[config.mk]
export PLATFORM = sky130hd
export DESIGN_NAME = acr_config_regs
export DESIGN_NICKNAME = d
export VERILOG_FILES = /design/src/acr_config_regs.v
export VERILOG_INCLUDE_DIRS = /design/src /design/src/src
export SDC_FILE = /design/constraint.sdc
export NUM_CORES = 1
export LEC_CHECK = 0
export BUFFER_PORTS_ARGS = -buffer_cell sky130_fd_sc_hd__buf_2
export CAP_MARGIN = 20
export CORE_MARGIN = 2
export CORE_UTILIZATION = 45
export CTS_BUF_LIST = sky130_fd_sc_hd__clkbuf_8
export DETAILED_ROUTE_END_ITERATION = 10
export PLACE_DENSITY_LB_ADDON = 0.05
export SYNTH_ARGS = -nofsm -noshare
export SYNTH_HDL_FRONTEND = slang
export SYNTH_SLANG_ARGS = --single-unit
[constraint.sdc]
create_clock -name i_mclk -period 4.2 [get_ports i_mclk]
set_clock_uncertainty 0.15 [all_clocks]
set_input_delay 0.84 -clock i_mclk [delete_from_list [all_inputs] [get_ports i_mclk]]
set_output_delay 0.84 -clock i_mclk [all_outputs]
set_load 0.01 [all_outputs]
[src/acr_defines.vh]
// acr_defines.vh: constants for the converter sync/reference configuration bank
// assumes: included by acr_config_regs.v only, definitions only
`ifndef ACR_DEFINES_VH
`define ACR_DEFINES_VH

// ==================================================
// register addresses (7-bit serial address field)
`define ACR_ADDR_SYNC_REF      7'h0E
`define ACR_ADDR_INPUT_SAMP    7'h11
`define ACR_ADDR_BITMAP_LOAD   7'h13
`define ACR_ADDR_PAT_LOW       7'h14
`define ACR_ADDR_PAT_MID       7'h15
`define ACR_ADDR_PAT_HIGH      7'h16

// ==================================================
// reset values
`define ACR_RST_BYTE           8'h00
`define ACR_RST_AZ_SLOW        1'h1
`define ACR_RST_AZ_FAST        1'h0
// synchroniser idle levels: only the active-low serial enable rests high
`define ACR_PAD_IDLE           5'h02

// ==================================================
// sync_and_reference_control fields
`define ACR_B_PIN_SELECT       7
`define ACR_B_SYNC_TRIGGER     6
`define ACR_B_SYNC_ALLOW       5
`define ACR_B_REF_OVERRIDE     3
`define ACR_F_REF_HI           2
`define ACR_F_REF_LO           1
`define ACR_B_SE_CLOCK         0

// reference choice encodings
`define ACR_REF_INTERNAL       2'h0
`define ACR_REF_EXT_BUFFERED   2'h1
`define ACR_REF_EXTERNAL       2'h2

// ==================================================
// input_and_sampling_control fields
`define ACR_B_SE_INPUT         5
`define ACR_B_DELAY_LOOP_PD    2
`define ACR_B_AUTO_ZERO        0

// bitmap_load_control field
`define ACR_B_BITMAP_STROBE    0

// pattern_select_and_value_high fields
`define ACR_F_TPSEL_HI         4
`define ACR_F_TPSEL_LO         2
`define ACR_F_PATHI_HI         1
`define ACR_F_PATHI_LO         0

// ==================================================
// serial frame: 1 read flag, 7 address bits, 8 data bits, msb first
`define ACR_FRAME_BITS         5'h10
`define ACR_HDR_BITS           5'h08
`define ACR_CNT_ONE            5'h01

`endif

[src/acr_config_regs.v]
// acr_config_regs.v: serial-programmed configuration bank for a sampling converter,
// covering sync/power-down pin routing, reference and clock selection, input mode,
// delay loop, auto-zero, bitmap load strobe and the fixed test pattern value.
// assumes: serial port and pins arrive asynchronous to i_mclk, i_mclk far faster
// than the serial clock; i_ce low freezes every flip-flop.
`timescale 1ns/1ps
`include "acr_defines.vh"

module acr_config_regs #(
  parameter FAST_GRADE = 0                        // 1 selects the fastest speed grade
) (
  input  wire        i_mclk,
  input  wire        i_rst,
  input  wire        i_ce,
  input  wire        i_spi_sclk,
  input  wire        i_spi_sen_n,
  input  wire        i_spi_sdi,
  input  wire        i_shared_align_powerdown_pin,
  input  wire        i_reference_buffer_pin,
  output reg         o_spi_sdo,
  output reg         o_spi_sdo_oe,
  output reg         o_global_powerdown,
  output reg         o_align_pulse,
  output reg  [1:0]  o_reference_choice,
  output reg         o_single_ended_clock,
  output reg         o_diff_clock_buffer_pd,
  output reg         o_single_ended_input,
  output reg         o_half_period_sampling,
  output reg         o_auto_zero,
  output reg         o_bitmap_load_pulse,
  output reg  [17:0] o_fixed_pattern_value,
  output reg  [2:0]  o_test_pattern_select
);

  // slow grades come out of reset with auto-zero on, the fastest grade with it off
  localparam AZ_RESET = (FAST_GRADE != 0) ? `ACR_RST_AZ_FAST : `ACR_RST_AZ_SLOW;

  // ==================================================
  // pin synchronisers: three stages, a change counts once stages two and three agree
  // pad order in every stage: bit 0 sclk, 1 sen_n, 2 sdi, 3 shared pin, 4 reference pin
  // stages reset to the pads' idle levels, so release of reset shows no false edge
  // the filtered level lags a pad by three mclk edges; a one-cycle glitch never reaches it
  // i_ce low freezes the stages too, so a frame sent while frozen is lost
  reg [4:0] s1_ff;
  reg [4:0] s2_ff;
  reg [4:0] s3_ff;
  reg [4:0] lvl_ff;
  reg [4:0] nxt_lvl;
  integer   k;

  // pads gathered in stage order
  wire [4:0] pad_now = {i_reference_buffer_pin, i_shared_align_powerdown_pin, i_spi_sdi, i_spi_sen_n, i_spi_sclk};

  // only stage two reads stage one
  // lvl_ff holds the filtered level that edge detection compares against
  always @(posedge i_mclk or posedge i_rst) begin
    if (i_rst) begin
      s1_ff  <= `ACR_PAD_IDLE;
      s2_ff  <= `ACR_PAD_IDLE;
      s3_ff  <= `ACR_PAD_IDLE;
      lvl_ff <= `ACR_PAD_IDLE;                    // sen idles high, the rest low
    end else if (i_ce) begin
      s1_ff  <= pad_now;
      s2_ff  <= s1_ff;
      s3_ff  <= s2_ff;
      lvl_ff <= nxt_lvl;
    end
  end

  // filter: hold the old level while the two late stages disagree
  // a pad that flips every cycle never settles, so its level simply holds
  // k is only a loop index; no state is kept in it
  always @* begin
    nxt_lvl = lvl_ff;
    for (k = 0; k < 5; k = k + 1) begin
      if (s2_ff[k] == s3_ff[k]) begin
        nxt_lvl[k] = s3_ff[k];
      end
    end
  end

  // edges compare the next level with the current one, a cycle ahead of lvl_ff
  wire sclk_rise = nxt_lvl[0] & ~lvl_ff[0];
  wire sclk_fall = ~nxt_lvl[0] & lvl_ff[0];
  wire sen_n     = nxt_lvl[1];
  wire sdi       = nxt_lvl[2];
  wire pin_sync  = nxt_lvl[3];
  wire pin_rise  = nxt_lvl[3] & ~lvl_ff[3];
  wire ref_pin   = nxt_lvl[4];

  // ==================================================
  // serial slave: frame of read flag, address, data
  // frame: bit 15 read flag, bits 14:8 address, bits 7:0 data, msb first
  // the 8th rising sclk closes the header; a read loads out_ff from the mux then
  // read data leaves on each falling sclk after the header, so the host samples at rise
  // the 16th rising sclk ends the frame; sen_n high at any point aborts it
  // limitation: each sclk level must last at least two mclk cycles to be seen
  // sr_ff is not cleared at frame start: stale bits shift out before they are used
  reg  [4:0]  cnt_ff;
  reg  [15:0] sr_ff;
  reg  [7:0]  out_ff;
  reg         rd_ff;
  wire [15:0] sr_next = {sr_ff[14:0], sdi};
  reg  [7:0]  rdata;

  // register storage
  // every mapped byte is stored whole; must-be-zero bits read back as written
  // unmapped addresses: writes vanish and reads return zero
  reg  [7:0]  sync_ref_ff;
  reg  [7:0]  input_samp_ff;
  reg  [7:0]  bitmap_ff;
  reg  [7:0]  pat_low_ff;
  reg  [7:0]  pat_mid_ff;
  reg  [7:0]  pat_high_ff;

  // readback mux, unmapped addresses read zero
  always @* begin
    case (sr_next[6:0])
      `ACR_ADDR_SYNC_REF:    rdata = sync_ref_ff;
      `ACR_ADDR_INPUT_SAMP:  rdata = input_samp_ff;
      `ACR_ADDR_BITMAP_LOAD: rdata = bitmap_ff;
      `ACR_ADDR_PAT_LOW:     rdata = pat_low_ff;
      `ACR_ADDR_PAT_MID:     rdata = pat_mid_ff;
      `ACR_ADDR_PAT_HIGH:    rdata = pat_high_ff;
      default:               rdata = `ACR_RST_BYTE;
    endcase
  end

  // header and frame ends count filtered sclk edges, never the raw pad
  wire hdr_done  = ~sen_n & sclk_rise & (cnt_ff == `ACR_HDR_BITS - `ACR_CNT_ONE);
  wire frame_end = ~sen_n & sclk_rise & (cnt_ff == `ACR_FRAME_BITS - `ACR_CNT_ONE);
  wire wr_go     = frame_end & ~sr_ff[14];        // read flag sits at bit 14 until the last shift
  wire [6:0] wr_addr = sr_ff[13:7];
  wire [7:0] wr_data = sr_next[7:0];

  // shift in on rising sclk, read data leaves on falling sclk
  // oe falls at the 16th rise, so the line is free before sen_n goes high
  // rd_ff keeps oe and shifting confined to the data half of a read frame
  always @(posedge i_mclk or posedge i_rst) begin
    if (i_rst) begin
      cnt_ff       <= 5'h00;
      sr_ff        <= 16'h0000;
      out_ff       <= 8'h00;
      rd_ff        <= 1'b0;
      o_spi_sdo    <= 1'b0;
      o_spi_sdo_oe <= 1'b0;
    end else if (i_ce) begin
      if (sen_n) begin
        cnt_ff       <= 5'h00;
        rd_ff        <= 1'b0;
        o_spi_sdo_oe <= 1'b0;
      end else begin
        if (sclk_rise) begin
          sr_ff  <= sr_next;
          cnt_ff <= frame_end ? 5'h00 : cnt_ff + `ACR_CNT_ONE;
        end
        if (hdr_done) begin
          rd_ff  <= sr_ff[6];                     // read flag is the frame's first bit
          out_ff <= rdata;
        end
        if (frame_end) begin
          rd_ff        <= 1'b0;
          o_spi_sdo_oe <= 1'b0;
        end else if (sclk_fall && rd_ff) begin
          o_spi_sdo    <= out_ff[7];
          o_spi_sdo_oe <= 1'b1;
          out_ff       <= {out_ff[6:0], 1'b0};
        end
      end
    end
  end

  // ==================================================
  // register writes; a completed bitmap load returns the bank to reset values
  // the load fires on the strobe's fall from 1 to 0, one cycle after the 0 lands
  // the strobe register is not wiped by its own load, so it reads back the 0 last written
  // trade-off: the load wins over a write in the same cycle; hosts space frames anyway
  // the strobe bit itself sits in bitmap_ff and is written on its own path
  reg  strobe_d_ff;
  reg  trig_d_ff;
  wire load_done = strobe_d_ff & ~bitmap_ff[`ACR_B_BITMAP_STROBE];

  always @(posedge i_mclk or posedge i_rst) begin
    if (i_rst) begin
      sync_ref_ff   <= `ACR_RST_BYTE;
      input_samp_ff <= {7'h00, AZ_RESET[0]};
      bitmap_ff     <= `ACR_RST_BYTE;
      pat_low_ff    <= `ACR_RST_BYTE;
      pat_mid_ff    <= `ACR_RST_BYTE;
      pat_high_ff   <= `ACR_RST_BYTE;
    end else if (i_ce) begin
      if (load_done) begin
        // wipes what was written before the load; a write landing now is lost too
        sync_ref_ff   <= `ACR_RST_BYTE;
        input_samp_ff <= {7'h00, AZ_RESET[0]};
        pat_low_ff    <= `ACR_RST_BYTE;
        pat_mid_ff    <= `ACR_RST_BYTE;
        pat_high_ff   <= `ACR_RST_BYTE;
      end else if (wr_go) begin
        // pattern bytes land as written; outputs pick them up one cycle later
        case (wr_addr)
          `ACR_ADDR_SYNC_REF:   sync_ref_ff   <= wr_data;
          `ACR_ADDR_INPUT_SAMP: input_samp_ff <= wr_data;
          `ACR_ADDR_PAT_LOW:    pat_low_ff    <= wr_data;
          `ACR_ADDR_PAT_MID:    pat_mid_ff    <= wr_data;
          `ACR_ADDR_PAT_HIGH:   pat_high_ff   <= wr_data;
          default: ;
        endcase
      end
      if (wr_go && wr_addr == `ACR_ADDR_BITMAP_LOAD) begin
        bitmap_ff <= wr_data;
      end
    end
  end

  // ==================================================
  // alignment and power-down from pin or register trigger
  // the pin only aligns on a rising edge, so a pin held high issues one command
  // register sync allowed: the pin no longer aligns; powerdown follows the pin only while pin select is 0
  // trig_d_ff follows the stored bit, so a trigger left at 1 stays silent
  // trig_up needs allow in the same cycle; enabling with the trigger already set is silent
  // a load that clears the trigger resets the edge history with it
  wire pin_sel  = sync_ref_ff[`ACR_B_PIN_SELECT];
  wire allow    = sync_ref_ff[`ACR_B_SYNC_ALLOW];
  wire trig     = sync_ref_ff[`ACR_B_SYNC_TRIGGER];
  wire trig_up  = trig & ~trig_d_ff & allow;
  wire pin_algn = pin_sel & ~allow & pin_rise;

  // align and load are one-cycle pulses; downstream must catch them on this clock
  // powerdown is a level, one flop behind the filtered pin
  always @(posedge i_mclk or posedge i_rst) begin
    if (i_rst) begin
      strobe_d_ff         <= 1'b0;
      trig_d_ff           <= 1'b0;
      o_global_powerdown  <= 1'b0;
      o_align_pulse       <= 1'b0;
      o_bitmap_load_pulse <= 1'b0;
    end else if (i_ce) begin
      strobe_d_ff         <= bitmap_ff[`ACR_B_BITMAP_STROBE];
      trig_d_ff           <= trig;                 // the bit itself never self clears
      o_global_powerdown  <= ~pin_sel & pin_sync;
      o_align_pulse       <= trig_up | pin_algn;
      o_bitmap_load_pulse <= load_done;
    end
  end

  // ==================================================
  // static configuration outputs, registered
  // override 0: the reference pin decides, pin high picks the buffered external reference
  // override 0 also keeps the differential clock input, whatever bit 0 holds
  // all outputs settle one cycle after the register they follow
  // fixed pattern value: high bits from pattern_value_high, then mid, then low
  wire       ovr     = sync_ref_ff[`ACR_B_REF_OVERRIDE];
  wire [1:0] ref_fld = sync_ref_ff[`ACR_F_REF_HI:`ACR_F_REF_LO];

  always @(posedge i_mclk or posedge i_rst) begin
    if (i_rst) begin
      o_reference_choice     <= `ACR_REF_INTERNAL;
      o_single_ended_clock   <= 1'b0;
      o_diff_clock_buffer_pd <= 1'b0;
      o_single_ended_input   <= 1'b0;
      o_half_period_sampling <= 1'b0;
      o_auto_zero            <= AZ_RESET[0];
      o_fixed_pattern_value  <= 18'h00000;
      o_test_pattern_select  <= 3'h0;
    end else if (i_ce) begin
      if (!ovr) begin
        o_reference_choice <= ref_pin ? `ACR_REF_EXT_BUFFERED : `ACR_REF_INTERNAL;
      end else begin
        // unused code 11 keeps the last valid choice
        case (ref_fld)
          `ACR_REF_INTERNAL:     o_reference_choice <= `ACR_REF_INTERNAL;
          `ACR_REF_EXT_BUFFERED: o_reference_choice <= `ACR_REF_EXT_BUFFERED;
          `ACR_REF_EXTERNAL:     o_reference_choice <= `ACR_REF_EXTERNAL;
          default:               o_reference_choice <= o_reference_choice;
        endcase
      end
      o_single_ended_clock   <= ovr & sync_ref_ff[`ACR_B_SE_CLOCK];
      o_diff_clock_buffer_pd <= ovr & sync_ref_ff[`ACR_B_SE_CLOCK];
      o_single_ended_input   <= input_samp_ff[`ACR_B_SE_INPUT];
      o_half_period_sampling <= input_samp_ff[`ACR_B_DELAY_LOOP_PD];
      o_auto_zero            <= input_samp_ff[`ACR_B_AUTO_ZERO];
      o_fixed_pattern_value  <= {pat_high_ff[`ACR_F_PATHI_HI:`ACR_F_PATHI_LO],
                                 pat_mid_ff, pat_low_ff};
      o_test_pattern_select  <= pat_high_ff[`ACR_F_TPSEL_HI:`ACR_F_TPSEL_LO];
    end
  end

endmodule // acr_config_regs

Word-level counts from Yosys, hierarchy flattened

Index checks and enable logic that the tools add are counted.

Bits in registers: 131
Input port bits: 8
Output and inout port bits: 33
Logic and storage cells: 137

Add/subtract/negate cells: 1
Eq/ne operators: 22
Mux-type cells: 36
Bitwise logic cells: 25
Reductions and logical operators: 25

Operator list:

| kind                | count |
|---|---|
| $mux 8              | 18 |
| $eq 7x5->1 const B  | 10 |
| $pmux 8 s6          | 1 |
| $reduce_and 3->1    | 6 |
| $mux 5              | 3 |
| $and 1x1->1         | 14 |
| $eq 7x4->1 const B  | 2 |
| $reduce_bool 2->1   | 7 |
| $mux 1              | 12 |
| $reduce_and 2->1    | 6 |
| $not 1->1           | 10 |
| $pmux 2 s3          | 1 |
| $reduce_bool 3->1   | 2 |
| $add 5x1->5 const B | 1 |
| $eq 1x1->1          | 5 |
| $eq 5x3->1 const B  | 1 |
| $eq 5x4->1 const B  | 1 |
| $ne 4x1->1 const B  | 1 |
| $reduce_and 4->1    | 1 |
| $eq 2x1->1 const B  | 1 |
| $eq 2x2->1 const B  | 1 |
| $logic_and 1x1->1   | 2 |
| $logic_not 2->1     | 1 |
| $mux 2              | 1 |
| $or 1x1->1          | 1 |

Longest topological paths before layout

Word-level depth: 8
Gate-level depth with buffers: 7
Depth with buffers taken out: 6

Worst setup path before layout

Ideal clock, no wire load.

Kind: register to register
Start: register lvl_ff[1]
End: register pat_high_ff[1]
Arrival: 2133 ps
Required time: 3929 ps
Path slack: 1796 ps
Cell stages (with the launch flop): 7
Path buffers: 1
Period minus slack after synthesis: 2404 ps
Cells stage by stage: dfstp_2 > maj3_2 > or4_4 > or2_1 > buf_2 > o21a_1 > a22o_1

Word-level cells in the longest chain between the ends: 7

RTL lines:

| what                        | RTL line              | text |
|---|---|---|
| start, declared             | acr_config_regs.v:47  | `reg [4:0] lvl_ff;` |
| start signal, assigned      | acr_config_regs.v:61  | `` lvl_ff <= `ACR_PAD_IDLE; `` |
| start signal, assigned      | acr_config_regs.v:66  | `lvl_ff <= nxt_lvl;` |
| $mux 1                      | acr_config_regs.v:76  | `if (s2_ff[k] == s3_ff[k]) begin` |
| $not 1->1 (no line)         | --                    |  |
| $and 1x1->1 (2 in a row)    | acr_config_regs.v:131 | `` wire frame_end = ~sen_n & sclk_rise & (cnt_ff == `ACR_FRAME_BITS - `ACR_CNT_ONE); `` |
| $and 1x1->1                 | acr_config_regs.v:132 | `wire wr_go = frame_end & ~sr_ff[14];` |
| $reduce_bool 2->1 (no line) | --                    |  |
| $reduce_and 3->1 (no line)  | --                    |  |
| end signal, assigned        | acr_config_regs.v:190 | `` pat_high_ff <= `ACR_RST_BYTE; `` |
| end signal, assigned        | acr_config_regs.v:198 | `` pat_high_ff <= `ACR_RST_BYTE; `` |
| end signal, assigned        | acr_config_regs.v:206 | `` `ACR_ADDR_PAT_HIGH: pat_high_ff <= wr_data; `` |
| end, declared               | acr_config_regs.v:114 | `reg [7:0] pat_high_ff;` |

Every way passes these cells.
A chain may end at the register's enable or synchronous reset.

Worst setup path after layout

Start: register s2_ff[1]
End: register input_samp_ff[3]

Word-level cells in the longest chain between the ends: 8

RTL lines:

| what                        | RTL line              | text |
|---|---|---|
| start, declared             | acr_config_regs.v:45  | `reg [4:0] s2_ff;` |
| start signal, assigned      | acr_config_regs.v:59  | `` s2_ff <= `ACR_PAD_IDLE; `` |
| $eq 1x1->1                  | acr_config_regs.v:76  |  |
| $mux 1                      | acr_config_regs.v:76  |  |
| $not 1->1 (no line)         | --                    |  |
| $and 1x1->1 (2 in a row)    | acr_config_regs.v:131 |  |
| $and 1x1->1                 | acr_config_regs.v:132 |  |
| $reduce_bool 2->1 (no line) | --                    |  |
| $reduce_and 3->1 (no line)  | --                    |  |
| end signal, assigned        | acr_config_regs.v:186 | `input_samp_ff <= {7'h00, AZ_RESET[0]};` |
| end signal, assigned        | acr_config_regs.v:195 | `input_samp_ff <= {7'h00, AZ_RESET[0]};` |
| end signal, assigned        | acr_config_regs.v:203 | `` `ACR_ADDR_INPUT_SAMP: input_samp_ff <= wr_data; `` |
| end, declared               | acr_config_regs.v:110 | `reg [7:0] input_samp_ff;` |

Every way passes these cells.

==> metrics <==
post-synthesis sequential area ratio 57.1%; Critical Path Max Stage Delay 0.87 ns; most frequent cells in the layout 125 x dfrtp_1, 70 x mux2_2, 40 x buf_2; DP HPWL 8440 um; critical path startpoint category flip-flop; Std-Cell Rows 41; worst r2r path cells 4; Reg2Reg Setup Slack 1.52 ns; DR vias 3,793; global route overflow 0; die height 117 um; Final Hold Violating Endpoints 0; number of max-cap violations 0; CTS Root Buffer Type clkbuf_8; clk sinks 131; Max Root-Sink Buffers 2; Final Wtd Congestion 0.862; starting density of the core 45.8%; crit-path cells maj3_2, or4_4, nor4_2, a22o_1; Worst Hold Slack 0.336 ns; CTS tree built; P_leak 2.99 nW; Filler cells 1,110; count of final max-slew check failures 0; crit end category flip-flop; CP delay by family, top simple AND/OR/NAND/NOR gates; DRC Markers 0; Vias per Instance 5.58; worst hold path endpoint o_align_pulse; RSZ-0062 raised after global routing no; CTS clk-pin slew, worst paths 0.07 ns; Cell variety after synth 59; maximum vdd drop 201 uV; Synth Net Count 468; asr flop ratio synth 100%; Regs by FF count o_fixed_pattern_value (18), sr_ff (15); wire per inst 18.8 um; setup_tns 0 ns; Detailed Routing Iterations Pass 1 5; post-CTS sizing 0; H-tree levels 4; EDFF count, synth 0; share of cells above drive strength 1 32.7%; Buf+Inv Stages, Crit Path 0; FF-to-FF End input_samp_ff[3]; CP max-delay cell nor4_2; largest fanout on the critical path 8; FF+latch count, synth 131; kind of critical path reg -> reg; initial antenna violation count 0; diodes inserted 0; Max-slew headroom 32.8%; WHS Path Cells 1; DRT iter0 DRCs 240; dominant synthesized flop cell dfrtp_1; Chip Width 117 um; # port buffers 40; status complete, no violations; worst reg2reg path startpoint s2_ff[1]; Tmin final 2.68 ns; Hold Crit Class reg -> reg; die area 13,700 um^2; largest net degree at the start of global routing 132; CP required 4.42 ns; Max Fclk 373 MHz; Hold Buf Count CTS 0; Sequential Area 3290 um^2; max reg flops 18; vias in the first global route 3,779; io pins 41; Syn Inst Count 459; Final setup viols 0; Biggest register o_fixed_pattern_value; Warnings, synthesis 0; Clk Latency, worst-skew pair 0.44 ns; Avg Cell Area, Syn 12.5 um^2; hold_sp o_align_pulse; area grow syn2layout 12.9%; Crit path arrival time 2.90 ns; GRT Resource Usage Total 20.7%; Synth Cell Area 5750 um^2; PD cells 447 nW/um^2; Core Area 12,600 um^2; first-pass GRT wire length 20,900 um; CTS buffer count 17; setup repair bufs after CTS 0; most common cell after layout, fill and taps aside dfrtp_1; Routed Antenna Nets 0; area of the multi-input gates 2330 um^2; worst slew pin tran 1.00 ns; nets@finish 505; final wirelength 12,800 um; fin crit share 63.8%
[metal layers]
layer | vias to the layer above | track usage (%) | share of wire, %
met2 | 88 | 29.2 | 43
li1 | 1773 | - | -
met4 | 0 | 8.63 | 2.0
met5 | - | 0 | 0
met1 | 1913 | 30.7 | 50
met3 | 19 | 4.69 | 4.1
[cells by family (layout without fill, tap and decap cells)]
logic type	count (synthesis)	count (layout)	synth area share, %
buf+inv	35	84	2.37
simple gates	104	104	10.5
mux	78	78	15.1
fa+ha+maj	3	3	0.587
compound gates	105	105	13.8
flops	131	131	57.1
xor+xnor	3	3	0.457
[where the power goes]
part	internal, W	total (W)	switching (W)
logic	0.000160	0.000390	0.000229
clock network	0.000563	0.00104	0.000476
registers	0.00135	0.00147	0.000123
[Yosys cell counts (2+ instances only)]
master,n,area [um^2]
a21o_1,2,15.0
a21oi_1,16,80.1
a221oi_1,6,52.6
a22o_1,36,315
a22oi_1,4,30.0
a31oi_1,5,31.3
and2_1,3,18.8
buf_1,3,11.3
clkbuf_1,20,75.1
dfrtp_1,125,3130
dfstp_2,6,158
inv_1,10,37.5
mux2_2,70,788
mux2i_1,8,80.1
nand2_1,22,82.6
nand2b_1,6,37.5
nand3_1,4,20.0
nand3b_1,5,37.5
nor2_1,23,86.3
nor2_2,2,12.5
nor2b_1,9,56.3
nor3_1,5,25.0
nor3_4,2,32.5
nor3b_1,3,22.5
nor4_1,2,12.5
nor4_2,2,25.0
nor4b_1,3,26.3
o211ai_1,4,30.0
o21a_1,4,30.0
o21ai_0,11,55.1
o221a_2,5,56.3
o2bb2ai_1,2,17.5
o31ai_1,2,15.0
or3b_2,2,17.5
xnor2_1,3,26.3
[worst max path at each step]
| stage | cells after the start | endpoint | start |
|---|---|---|---|
| final | 4 | input_samp_ff[3] | s2_ff[1] |
| after global routing | 5 | out_ff[3] | s2_ff[2] |
| after global placement | 6 | bitmap_ff[2] | i_ce |
| after floorplan | 1 | bitmap_ff[0] | i_rst |
| after CTS | 4 | input_samp_ff[3] | s2_ff[1] |
| after detailed placement | 6 | bitmap_ff[6] | i_ce |
[layout make-up]
type,instances,area share [%]
clock buffer,20,4.24
multi-input combinational,293,35.9
tap,172,3.31
sequential,131,50.6
inverter,10,0.636
timing repair buffer,43,3.62
clock inverter,11,1.73
[worst reg2reg max path, delay by kind of cell (launching register included)]
family / cells / cell delay, ns
fa+ha+maj: 1 / 0.36
flops: 1 / 0.39
simple gates: 2 / 1.48
compound gates: 1 / 0.25
[per-stage QoR]
stage          cell area (um^2)  utilization [%]  cells  setup slack (ns)  total power [W]
4_1_cts                    6490             51.7    680              1.52          0.00293
2_1_floorplan              5750                -    459              1.59          0.00177
3_5_place_dp               6110             48.6    649              1.25          0.00189
6_report                   6490             51.7    680              1.52          0.00290
3_3_place_gp               6110             48.6    649              1.32          0.00188
5_1_grt                    6490             51.7    680              1.46          0.00304
(Power assumes the default switching activity.)
